`src/verilog/alr_pkg.sv`:
```
package alr_pkg;
   // Bus address bytes, write and read form
   localparam logic [7:0] WR_ADDR_BYTE = 8'h26;
   localparam logic [7:0] RD_ADDR_BYTE = 8'h27;
   // Register offsets
   localparam logic [7:0] REG_CMD = 8'h80;
   localparam logic [7:0] REG_CFG = 8'h84;
   localparam logic [7:0] REG_RES_HI = 8'h85;
   localparam logic [7:0] REG_RES_LO = 8'h86;
   // Field positions
   localparam int CMD_ALS_EN_BIT = 0;
   localparam int CFG_CONT_BIT = 7;
   localparam int CFG_AVG_LSB = 0;
   localparam int AVG_W = 3;
   // Reset values
   localparam logic [7:0] CMD_RST = 8'h00;
   localparam logic [7:0] CFG_RST = 8'h00;
   // Timing
   localparam int CLK_HZ = 10_000_000;
   localparam int MEAS_US = 300;
   localparam int MEAS_CYC = (CLK_HZ / 1_000_000) * MEAS_US;
   localparam int FRAME_MS = 100;
   localparam int FRAME_CYC = (CLK_HZ / 1000) * FRAME_MS;
endpackage

```
`src/verilog/alr_meas_if.sv`:
```
`timescale 1ns/1ps
interface alr_meas_if;
   logic en;
   logic cont;
   logic [alr_pkg::AVG_W-1:0] avg;
   logic [15:0] result;
   logic valid;
   modport ctl (output en, output cont, output avg, input result, input valid);
   modport seq (input en, input cont, input avg, output result, output valid);
endinterface

```
`src/verilog/alr_seq.sv`:
```
`timescale 1ns/1ps
module alr_seq #(
   parameter int FRAME_CYCLES = alr_pkg::FRAME_CYC
) (
   input wire logic sys_clk,
   input wire logic rst_n,
   alr_meas_if.seq m,
   input wire logic [15:0] adc_data,
   output logic adc_start
);
   typedef enum logic [1:0] {S_IDLE, S_MEAS, S_WAIT} alr_seq_e;
   alr_seq_e st_r;
   logic [11:0] mc_r;
   logic [31:0] fc_r;
   logic [7:0] cnt_r;
   logic [22:0] acc_r;
   logic cont_r;
   logic [alr_pkg::AVG_W-1:0] avg_r;
   logic [15:0] result_r;
   logic valid_r;
   logic meas_done;
   logic last;
   logic frame_end;
   logic publish;
   logic [7:0] target;
   logic [22:0] acc_sum;

   // Measurement progress decode
   assign meas_done = (st_r == S_MEAS) && (mc_r == 12'(alr_pkg::MEAS_CYC - 1));
   assign target = 8'h01 << avg_r;
   assign last = (cnt_r == 8'(target - 8'h01));
   assign acc_sum = acc_r + {7'h00, adc_data};
   assign frame_end = (fc_r >= 32'(FRAME_CYCLES - 1));
   // Continuous mode publishes on the last sample, framed mode waits for the frame
   assign publish = (meas_done && last && cont_r) || (st_r == S_WAIT && frame_end);
   assign adc_start = (st_r == S_MEAS) && (mc_r == 12'h000);
   assign m.result = result_r;
   assign m.valid = valid_r;

   // Sequencer state; dropping the enable idles everything at once
   always_ff @(posedge sys_clk or negedge rst_n)
   begin
      if (!rst_n)
         st_r <= S_IDLE;
      else if (!m.en)
         st_r <= S_IDLE;
      else
         unique case (st_r)
            S_IDLE: st_r <= S_MEAS;
            S_MEAS:
            begin
               if (meas_done && last && !cont_r)
                  st_r <= S_WAIT;
            end
            S_WAIT:
            begin
               if (frame_end)
                  st_r <= S_MEAS;
            end
         endcase
   end

   // Per-measurement and per-frame counters
   always_ff @(posedge sys_clk or negedge rst_n)
   begin
      if (!rst_n)
      begin
         mc_r <= 12'h000;
         fc_r <= 32'h0000_0000;
      end
      else
      begin
         if (st_r != S_MEAS || meas_done)
            mc_r <= 12'h000;
         else
            mc_r <= mc_r + 12'h001;
         if (st_r == S_IDLE || publish)
            fc_r <= 32'h0000_0000;
         else
            fc_r <= fc_r + 32'h0000_0001;
      end
   end

   // Accumulator; mode and count are frozen for a whole averaging run
   always_ff @(posedge sys_clk or negedge rst_n)
   begin
      if (!rst_n)
      begin
         acc_r <= 23'h000000;
         cnt_r <= 8'h00;
         cont_r <= 1'b0;
         avg_r <= '0;
      end
      else if (st_r == S_IDLE || publish)
      begin
         acc_r <= 23'h000000;
         cnt_r <= 8'h00;
         cont_r <= m.cont;
         avg_r <= m.avg;
      end
      else if (meas_done)
      begin
         acc_r <= acc_sum;
         cnt_r <= cnt_r + 8'h01;
      end
   end

   // Result register; shift divides since counts are powers of two
   always_ff @(posedge sys_clk or negedge rst_n)
   begin
      if (!rst_n)
      begin
         result_r <= 16'h0000;
         valid_r <= 1'b0;
      end
      else
      begin
         valid_r <= publish && m.en;
         if (publish && m.en)
            result_r <= 16'((cont_r ? acc_sum : acc_r) >> avg_r);
      end
   end

   a_meas_gap: assert property (@(posedge sys_clk) disable iff (!rst_n)
      adc_start |=> (!adc_start) [*8]) else $error("measurement shorter than expected");
   a_frame_wait: assert property (@(posedge sys_clk) disable iff (!rst_n)
      (valid_r && !$past(cont_r)) |-> ($past(fc_r) >= 32'(FRAME_CYCLES - 1)))
      else $error("framed result before frame end");
   a_back_to_back: assert property (@(posedge sys_clk) disable iff (!rst_n)
      (meas_done && cont_r && m.en) ##1 m.en |-> adc_start)
      else $error("gap between continuous measurements");
   a_cont_publish: assert property (@(posedge sys_clk) disable iff (!rst_n)
      (meas_done && last && cont_r && m.en) |=> valid_r)
      else $error("continuous result not published");
endmodule

```
`src/verilog/alr_top.sv`:
```
`timescale 1ns/1ps
module alr_top #(
   parameter int FRAME_CYCLES = alr_pkg::FRAME_CYC
) (
   input wire logic sys_clk,
   input wire logic resetn,
   input wire logic scl,
   input wire logic sda_in,
   output logic sda_out,
   output logic sda_oe,
   input wire logic [15:0] adc_data,
   output logic adc_start,
   output logic ir_sink_en,
   output logic standby
);
   typedef enum logic [2:0] {I_IDLE, I_ADDR, I_AACK, I_PTR, I_WDAT, I_WACK, I_RDAT, I_RACK} alr_i2c_e;
   alr_i2c_e st_r;
   logic rs_m_r;
   logic rst_n;
   logic scl_m_r;
   logic scl_s_r;
   logic scl_d_r;
   logic sda_m_r;
   logic sda_s_r;
   logic sda_d_r;
   logic [7:0] sh_r;
   logic [2:0] bitc_r;
   logic got8_r;
   logic rw_r;
   logic nack_r;
   logic oe_r;
   logic [7:0] ptr_r;
   logic [7:0] cmd_r;
   logic [7:0] cfg_r;
   logic scl_rise;
   logic scl_fall;
   logic start_c;
   logic stop_c;
   logic wr_stb;
   logic [7:0] rd_now;
   alr_meas_if mif ();

   // Read mux over the register map; unmapped addresses read zero
   function automatic logic [7:0] rd_byte(input logic [7:0] a, input logic [7:0] cmd,
                                         input logic [7:0] cfg, input logic [15:0] res);
      unique case (a)
         alr_pkg::REG_CMD: rd_byte = cmd;
         alr_pkg::REG_CFG: rd_byte = cfg;
         alr_pkg::REG_RES_HI: rd_byte = res[15:8];
         alr_pkg::REG_RES_LO: rd_byte = res[7:0];
         default: rd_byte = 8'h00;
      endcase
   endfunction

   // Reset release through two flops
   always_ff @(posedge sys_clk or negedge resetn)
   begin
      if (!resetn)
      begin
         rs_m_r <= 1'b0;
         rst_n <= 1'b0;
      end
      else
      begin
         rs_m_r <= 1'b1;
         rst_n <= rs_m_r;
      end
   end

   // Pin synchronisers; the third stage only feeds edge detection
   always_ff @(posedge sys_clk or negedge rst_n)
   begin
      if (!rst_n)
      begin
         scl_m_r <= 1'b1;
         scl_s_r <= 1'b1;
         scl_d_r <= 1'b1;
         sda_m_r <= 1'b1;
         sda_s_r <= 1'b1;
         sda_d_r <= 1'b1;
      end
      else
      begin
         scl_m_r <= scl;
         scl_s_r <= scl_m_r;
         scl_d_r <= scl_s_r;
         sda_m_r <= sda_in;
         sda_s_r <= sda_m_r;
         sda_d_r <= sda_s_r;
      end
   end

   // Bus condition decode
   assign scl_rise = scl_s_r && !scl_d_r;
   assign scl_fall = !scl_s_r && scl_d_r;
   assign start_c = scl_s_r && scl_d_r && sda_d_r && !sda_s_r;
   assign stop_c = scl_s_r && scl_d_r && !sda_d_r && sda_s_r;
   assign rd_now = rd_byte(ptr_r, cmd_r, cfg_r, mif.result);
   assign wr_stb = scl_fall && got8_r && (st_r == I_WDAT) && !start_c && !stop_c;

   // Open-drain data pin: only ever pulls low
   assign sda_out = 1'b0;
   assign sda_oe = oe_r;
   // Emitter belongs to proximity, never run from here, so standby keeps it off
   assign ir_sink_en = 1'b0;
   assign standby = !cmd_r[alr_pkg::CMD_ALS_EN_BIT];

   // Serial slave; a start in any state restarts address reception
   always_ff @(posedge sys_clk or negedge rst_n)
   begin
      if (!rst_n)
      begin
         st_r <= I_IDLE;
         sh_r <= 8'h00;
         bitc_r <= 3'h0;
         got8_r <= 1'b0;
         rw_r <= 1'b0;
         nack_r <= 1'b0;
         oe_r <= 1'b0;
         ptr_r <= 8'h00;
      end
      else if (start_c)
      begin
         st_r <= I_ADDR;
         bitc_r <= 3'h0;
         got8_r <= 1'b0;
         oe_r <= 1'b0;
      end
      else if (stop_c)
      begin
         st_r <= I_IDLE;
         oe_r <= 1'b0;
      end
      else if (scl_rise)
      begin
         unique case (st_r)
            I_ADDR, I_PTR, I_WDAT:
            begin
               sh_r <= {sh_r[6:0], sda_s_r};
               bitc_r <= bitc_r + 3'h1;
               got8_r <= (bitc_r == 3'h7);
            end
            I_RDAT:
            begin
               sh_r <= {sh_r[6:0], 1'b0};
               bitc_r <= bitc_r + 3'h1;
               got8_r <= (bitc_r == 3'h7);
            end
            I_RACK: nack_r <= sda_s_r;
            I_IDLE, I_AACK, I_WACK: ;
         endcase
      end
      else if (scl_fall)
      begin
         unique case (st_r)
            I_ADDR:
            begin
               if (got8_r)
               begin
                  got8_r <= 1'b0;
                  if (sh_r == alr_pkg::WR_ADDR_BYTE || sh_r == alr_pkg::RD_ADDR_BYTE)
                  begin
                     oe_r <= 1'b1;
                     rw_r <= (sh_r == alr_pkg::RD_ADDR_BYTE);
                     st_r <= I_AACK;
                  end
                  else
                     st_r <= I_IDLE;
               end
            end
            I_AACK:
            begin
               if (rw_r)
               begin
                  sh_r <= rd_now;
                  oe_r <= !rd_now[7];
                  st_r <= I_RDAT;
               end
               else
               begin
                  oe_r <= 1'b0;
                  st_r <= I_PTR;
               end
            end
            I_PTR:
            begin
               if (got8_r)
               begin
                  ptr_r <= sh_r;
                  got8_r <= 1'b0;
                  oe_r <= 1'b1;
                  st_r <= I_WACK;
               end
            end
            I_WDAT:
            begin
               if (got8_r)
               begin
                  ptr_r <= ptr_r + 8'h01;
                  got8_r <= 1'b0;
                  oe_r <= 1'b1;
                  st_r <= I_WACK;
               end
            end
            I_WACK:
            begin
               oe_r <= 1'b0;
               st_r <= I_WDAT;
            end
            I_RDAT:
            begin
               if (got8_r)
               begin
                  got8_r <= 1'b0;
                  oe_r <= 1'b0;
                  ptr_r <= ptr_r + 8'h01;
                  st_r <= I_RACK;
               end
               else
                  oe_r <= !sh_r[7];
            end
            I_RACK:
            begin
               // Master nack ends the read; the pointer already moved on
               if (nack_r)
               begin
                  oe_r <= 1'b0;
                  st_r <= I_IDLE;
               end
               else
               begin
                  sh_r <= rd_now;
                  oe_r <= !rd_now[7];
                  st_r <= I_RDAT;
               end
            end
            I_IDLE: ;
         endcase
      end
   end

   // Writable registers; result is read-only
   always_ff @(posedge sys_clk or negedge rst_n)
   begin
      if (!rst_n)
      begin
         cmd_r <= alr_pkg::CMD_RST;
         cfg_r <= alr_pkg::CFG_RST;
      end
      else if (wr_stb)
      begin
         if (ptr_r == alr_pkg::REG_CMD)
            cmd_r <= sh_r;
         if (ptr_r == alr_pkg::REG_CFG)
            cfg_r <= sh_r;
      end
   end

   // Controls for the sequencer
   assign mif.en = cmd_r[alr_pkg::CMD_ALS_EN_BIT];
   assign mif.cont = cfg_r[alr_pkg::CFG_CONT_BIT];
   assign mif.avg = cfg_r[alr_pkg::CFG_AVG_LSB +: alr_pkg::AVG_W];

   alr_seq #(
      .FRAME_CYCLES(FRAME_CYCLES)
   ) u_seq (
      .sys_clk(sys_clk),
      .rst_n(rst_n),
      .m(mif.seq),
      .adc_data(adc_data),
      .adc_start(adc_start)
   );

   a_standby_idle: assert property (@(posedge sys_clk) disable iff (!rst_n)
      (standby && $past(standby)) |-> !adc_start) else $error("conversion in standby");
   a_sink_off: assert property (@(posedge sys_clk) disable iff (!rst_n)
      standby |-> !ir_sink_en) else $error("emitter sink on in standby");
   a_read_data: assert property (@(posedge sys_clk) disable iff (!rst_n)
      ($past(st_r) == I_AACK && st_r == I_RDAT) |-> sh_r == $past(rd_now))
      else $error("read byte not from pointer");
   a_restart_addr: assert property (@(posedge sys_clk) disable iff (!rst_n)
      start_c |=> st_r == I_ADDR) else $error("start not accepted");
   a_ptr_incr: assert property (@(posedge sys_clk) disable iff (!rst_n)
      ($past(st_r) == I_RDAT && st_r == I_RACK) |-> ptr_r == 8'($past(ptr_r) + 8'h01))
      else $error("pointer not incremented after read");
   a_addr_match: assert property (@(posedge sys_clk) disable iff (!rst_n)
      (st_r == I_AACK && $past(st_r) == I_ADDR) |->
      ($past(sh_r) == alr_pkg::WR_ADDR_BYTE || $past(sh_r) == alr_pkg::RD_ADDR_BYTE))
      else $error("acked foreign address");
endmodule
```
`config.mk`:
```
export PLATFORM = sky130hd
export DESIGN_NAME = alr_top
export DESIGN_NICKNAME = d
export VERILOG_FILES = /design/src/verilog/alr_pkg.sv /design/src/verilog/alr_meas_if.sv /design/src/verilog/alr_seq.sv /design/src/verilog/alr_top.sv
export SDC_FILE = /design/constraint.sdc
export NUM_CORES = 1
export LEC_CHECK = 0
export BUFFER_PORTS_ARGS = -buffer_cell sky130_fd_sc_hd__buf_2
export CAP_MARGIN = 25
export CORE_UTILIZATION = 40
export DETAILED_ROUTE_END_ITERATION = 16
export PLACE_DENSITY = 0.53
export SLEW_MARGIN = 20
export SYNTH_ARGS = -nofsm -noshare
export SYNTH_HDL_FRONTEND = slang
export SYNTH_SLANG_ARGS = --single-unit
```
`constraint.sdc`:
```
create_clock -name sys_clk -period 12.2 [get_ports sys_clk]
set_clock_uncertainty 0.1 [all_clocks]
set_input_delay 0.61 -clock sys_clk [delete_from_list [all_inputs] [get_ports sys_clk]]
set_output_delay 0.61 -clock sys_clk [all_outputs]
set_load 0.02 [all_outputs]
```
After elaboration in Yosys (flattened, before gate mapping)
Index checks and enable logic that the tools add are counted.
{"block": "totals", "register_bits": 147, "input_bits": 20, "output_inout_bits": 5, "wordCells": 184}
{"block": "op_classes", "addsub": 7, "n_lt_le_gt_ge": 1, "n_eq_ne": 34, "shift": 2, "mux": 53, "n_bitwise": 3, "n_reduce_logical": 58}
{"operator": "$mux 23", "n": 3}
{"operator": "$mux 8", "n": 8}
{"operator": "$pmux 8 s2", "n": 3}
{"operator": "$mux 3", "n": 13}
{"operator": "$add 32x1->32 const B", "n": 1}
{"operator": "$eq 8x8->1 const B", "n": 4}
{"operator": "$ge 32x20->1 const B", "n": 1}
{"operator": "$mux 32", "n": 1}
{"operator": "$pmux 8 s4", "n": 1}
{"operator": "$add 23x16->23", "n": 1}
{"operator": "$shr 23x3->16", "n": 1}
{"operator": "$reduce_and 7->1", "n": 3}
{"operator": "$logic_and 1x1->1", "n": 18}
{"operator": "$pmux 3 s6", "n": 1}
{"operator": "$add 8x1->8 const B", "n": 2}
{"operator": "$eq 8x6->1 const B", "n": 2}
{"operator": "$mux 1", "n": 16}
{"operator": "$eq 3x3->1 const B", "n": 5}
{"operator": "$add 12x1->12 const B", "n": 1}
{"operator": "$eq 12x12->1 const B", "n": 1}
{"operator": "$logic_not 12->1", "n": 1}
{"operator": "$mux 12", "n": 1}
{"operator": "$ne 4x4->1 const B", "n": 3}
{"operator": "$reduce_and 6->1", "n": 2}
{"operator": "30 further kinds", "n": 65}

Longest topological paths before layout
{"block": "logic_depth", "ltp_word": 9, "mapped_depth": 16, "ltp_nobuf": 12}

Hierarchy
A second synthesis with hierarchy kept.
{"block": "hier_totals", "cells_unflattened": 1069, "area_unflattened_um2": 9791.9}
{"module": "alr_seq", "n_inst": 1, "cells_per_inst": 773, "area_each_um2": 6717.7, "seq_area_each_um2": 2452.4}
{"module": "alr_top", "n_inst": 1, "cells_per_inst": 296, "area_each_um2": 3074.2, "seq_area_each_um2": 1258.7}

Worst setup path after synthesis
Ideal clock, no wire load.
{"block": "synth_path", "path_type": "register to register", "from": "register u_seq.avg_r[0] (netlist name)", "to": "register u_seq.result_r[15], in the netlist u_seq.m.result[15]", "setup_time_ns": 0.121, "t_arrival_ns": 3.455, "required_ns": 11.979, "setup_slack_ns": 8.524, "path_stages_with_launch": 16, "n_path_buf": 5, "synth_period_minus_slack_ns": 3.676, "path_cell_list": "dfrtp_1 buf_1 clkbuf_1 clkbuf_1 nand2_1 ha_1 clkbuf_1 xnor2_1 mux2i_1 a21o_2 or3_4 nor3_4 o2bb2ai_2 buf_6 o21ai_2 o22a_1"}
{"block": "synth_via", "elab_chain_cells": 7, "elab_cells_between_ends": 8, "cone_classes": "add/sub: 1; eq/ne: 1; shift: 2; reduce/logical: 4"}
{"element": "start: declaration", "line_no": "alr_seq.sv:18", "source": "logic [alr_pkg::AVG_W-1:0] avg_r;"}
{"element": "start signal: assignment", "line_no": "alr_seq.sv:99", "source": "avg_r <= m.avg;"}
{"element": "$shl 1x3->8", "line_no": "alr_seq.sv:30", "source": "assign target = 8'h01 << avg_r;"}
{"element": "$sub 8x1->8", "line_no": "alr_seq.sv:31", "source": "assign last = (cnt_r == 8'(target - 8'h01));"}
{"element": "$eq 8x8->1", "line_no": "alr_seq.sv:31"}
{"element": "$logic_and 1x1->1 (2 in a row)", "line_no": "alr_seq.sv:35", "source": "assign publish = (meas_done && last && cont_r) || (st_r == S_WAIT && frame_end);"}
{"element": "$logic_or 1x1->1", "line_no": "alr_seq.sv:35"}
{"element": "$logic_and 1x1->1"}
{"element": "end signal: assignment", "line_no": "alr_seq.sv:120", "source": "result_r <= 16'((cont_r ? acc_sum : acc_r) >> avg_r);"}
{"element": "end: declaration", "line_no": "alr_seq.sv:19", "source": "logic [15:0] result_r;"}
Several ways; a longest one is shown, not always the timed one.
A chain may end at the register's enable or synchronous reset.

Final worst setup path
{"block": "layout_path", "from": "register u_seq.avg_r[2] (netlist name)", "to": "register u_seq.avg_r[2] (netlist name)"}
{"block": "layout_via", "elab_chain_cells": 7}
{"element": "$shl 1x3->8", "line_no": "alr_seq.sv:30"}
{"element": "$sub 8x1->8", "line_no": "alr_seq.sv:31"}
{"element": "$eq 8x8->1", "line_no": "alr_seq.sv:31"}
{"element": "$logic_and 1x1->1 (2 in a row)", "line_no": "alr_seq.sv:35"}
{"element": "$logic_or 1x1->1", "line_no": "alr_seq.sv:35"}
{"element": "$logic_or 1x1->1", "line_no": "alr_seq.sv:94", "source": "else if (st_r == S_IDLE || publish)"}
Every way passes these cells.

==> impl_metrics.ini <==
[finish]
ff_latch_area_mm2 = 0.00369
drive_gt1_frac = 0.143
diodes = 0
final_nets = 1107
multiInputGateArea_mm2 = 0.00546
final_area_mm2 = 0.0105
fin_util = 0.447
fillers = 2347
syn2layout_area_growth_pct = 9.78

[grt]
overflow = 0
grt_max_degree = 76
grt_pass1_wl_um = 39300
grtUsageTotal = 0.203
first_global_vias = 7478
antenna_found_initial = 0

[synth]
yosysTopAreaCellShare = 0.370
synth-main-ff-cell = dfrtp_1
synth_edf_count = 0
synth_cells = 1058
ys_warn_count = 0
yosysTopAreaCell = dfrtp_1
async_flop_share = 1.00
synth_cell_types = 92
syn_area_mm2 = 0.00954
ys_top_cells_by_area = dfrtp_1 37%, nor2_1 5.3%, nand2_1 4.6%
syn_area_per_cell_um2 = 9.02
ys_ff_latch = 147
ys_seq_area_frac = 0.386

[timing]
period_needed_ns = 3.86
rsz0062_at_grt = false
max_freq_ghz = 0.259
setup_tns_ns = 0
worst_pin_slew_ns = 0.998
finalCritPeriodShare = 0.316
final_hold_viol_count = 0
holdWs_ns = 0.178
slew_headroom = 0.329
setup_viol = 0
drv_slew = 0

[floorplan]
coreArea_mm2 = 0.0234
start_util = 0.408
die_w_um = 156
rows = 56
die_y_um = 156
pin_count = 25
dieArea_mm2 = 0.0245

[clock_network]
cts-root-buf = clkbuf_16
cts.sinks = 147
cts_buffer_depth = 2
cts_tree = done
htreeDepth = 4
clock_latency_ns = 0.43
cts-buffers-inserted = 17
path_clk_slew_ns = 0.06

[min_path]
holdPathEnd = scl_m_r
hold_path_class = in -> reg
min_from = scl
hold_depth = 1

[placed_design]
gp_congestion = 0.862
placed_area_mm2 = 0.00980
dp_hpwl_um = 15900
portBuffers = 22

[power_and_ir_drop]
sequentialPowerShare = 0.445
peakVddDrop_mv = 0.0762
pwr-share-comb = 0.078
internal_power_mw = 0.897
p_sw_frac = 0.258
p_leak_nw = 4.22
p_per_area_mw_per_mm2 = 115
p_sw_mw = 0.311
pwr-share-clk = 0.477

[critical_path]
crit_type = reg -> reg
crit_arrival_ns = 4.03
r2r_start = u_seq.avg_r[2]
rr_worst_depth = 12
required_ns = 12.38
start_kind = register
r2r_setup_slack_ns = 8.34
path_max_fanout = 70
end_kind = register
reg2reg_to = u_seq.avg_r[2]

[route]
drcViolationCount = 0
antenna_left = 0
routedWlPerCell_um = 16.7
wl_um = 23100
vias_per_cell = 5.56
drt_first_pass_iters = 6
drtIter0Drc = 528
vias = 7695

[outcome]
status = completed

[job]
drv_cap = 0
==> stage by stage <==
stage,setup slack (ns),instances,power (mW)
floorplan,7.71,1059,0.606
global placement,8.46,1349,0.638
detailed placement,8.37,1350,0.640
finish,8.34,1384,1.21
CTS,8.36,1383,1.22
global route,8.00,1384,1.26
==> Yosys cell counts (4+ instances only) <==
master,number
dfrtp_1,141
nor2_1,134
nand2_1,118
a21oi_1,71
nand3_1,41
xnor2_1,39
xor2_1,35
ha_1,34
o21ai_0,34
clkbuf_1,31
nand4_1,26
inv_1,25
mux2i_1,25
a21oi_2,23
and3_1,22
mux2_2,22
nor3_1,19
a211oi_1,11
a21o_1,9
buf_2,9
buf_6,9
nor4_1,9
o211ai_1,9
o221ai_1,8
or3_1,8
a221oi_1,6
dfstp_2,6
mux4_2,6
nor2b_1,6
o21ai_1,6
o22ai_1,6
a31oi_1,5
and2_1,5
a22oi_1,4
a32oi_1,4
==> cell families after synthesis <==
group                      count (synthesis)  share of synthesized area
AOI/OAI and AO/OA                        244                      0.179
xor gates and xnor gates                  74                     0.0679
adders and majority gates                 35                     0.0467
buffers and inverters                     83                     0.0426
DFF                                      147                      0.386
muxes                                     53                     0.0664
other                                      2                   0.000787
and+or+nand+nor                          420                      0.211
==> cells in the final DEF (no fill, tap or decap), types with 8 or more instances in the layout <==
master	netlist	final
dfrtp_1	141	140
nor2_1	134	134
nand2_1	118	118
a21oi_1	71	71
nand3_1	41	41
xnor2_1	39	39
xor2_1	35	35
o21ai_0	34	34
ha_1	34	34
nand4_1	26	26
inv_1	25	25
mux2i_1	25	25
a21oi_2	23	23
and3_1	22	22
mux2_2	22	22
buf_2	9	22
nor3_1	19	19
clkbuf_16	0	17
a211oi_1	11	11
o211ai_1	9	9
a21o_1	9	9
o221ai_1	8	8
nor4_1	9	8
or3_1	8	8
==> power groups by stage <==
stage / registers, mW / logic (mW) / clock network [mW]
after CTS: 0.541 / 0.0912 / 0.592
after global routing: 0.542 / 0.109 / 0.607
after detailed placement: 0.550 / 0.0902 / 0
final: 0.538 / 0.0938 / 0.577
after floorplan: 0.541 / 0.0647 / 0
after global placement: 0.550 / 0.0887 / 0
==> layer usage <==
metal	routed length, µm	vias to the layer above	global-route usage
li1	-	3795	-
met1	11600	3734	0.291
met2	10400	146	0.313
met3	787	20	0.0346
met4	258	0	0.0560
met5	0	-	0
==> worst max path at each step <==
stage / depth (start not counted) / slack [ns] / end / start
final: 12 / 8.34 / u_seq.avg_r[2] / u_seq.avg_r[2]
after global routing: 12 / 8.00 / u_seq.cont_r / u_seq.avg_r[2]
after CTS: 12 / 8.36 / u_seq.avg_r[2] / u_seq.avg_r[2]
after detailed placement: 12 / 8.37 / u_seq.avg_r[2] / u_seq.avg_r[1]
after global placement: 12 / 8.46 / u_seq.avg_r[0] / u_seq.avg_r[1]
after floorplan: 0 / 7.71 / bitc_r[0] / rst_n
==> critical path: stages, from the launching register on <==
cell and delay (ns):
dfrtp_1 0.87, nor2_1 0.18, nand2_1 0.12, ha_1 0.33
nor2b_1 0.18, o22ai_1 0.10, a22o_2 0.24, a311oi_1 0.43
nor4_1 0.16, nand2_1 0.16, nand2_4 0.50, nand2_1 0.24
o21ai_1 0.08
==> registers in the layout, indices dropped and copies added, names as in the netlist, 2 cells and up <==
signal and cells:
ptr_r 8, st_r 3, bitc_r 3, u_seq.mc_r 12, sh_r 8, u_seq.m.result 16
cmd_r 8, u_seq.avg_r 3, u_seq.acc_r 23, u_seq.st_r 2, u_seq.fc_r 32, u_seq.cnt_r 8
cfg_r 8
==> cell type report <==
| type | count | share of cell area |
|---|---|---|
| multi-input cells | 829 | 0.521 |
| flip-flops and latches | 147 | 0.352 |
| clock buffers | 19 | 0.0423 |
| well taps | 319 | 0.0381 |
| clock inverters | 13 | 0.0189 |
| repair buffers | 30 | 0.0177 |
| inverters | 27 | 0.00968 |
==> what timing repair did <==
item | in CTS | in global routing
hold buffers | 1 | 0
hold endpoints to repair | 2 | 0
setup endpoints to repair | 0 | 0
resized for setup | 0 | 0
buffers inserted | 0 | 0
(Power assumes the default switching activity.)
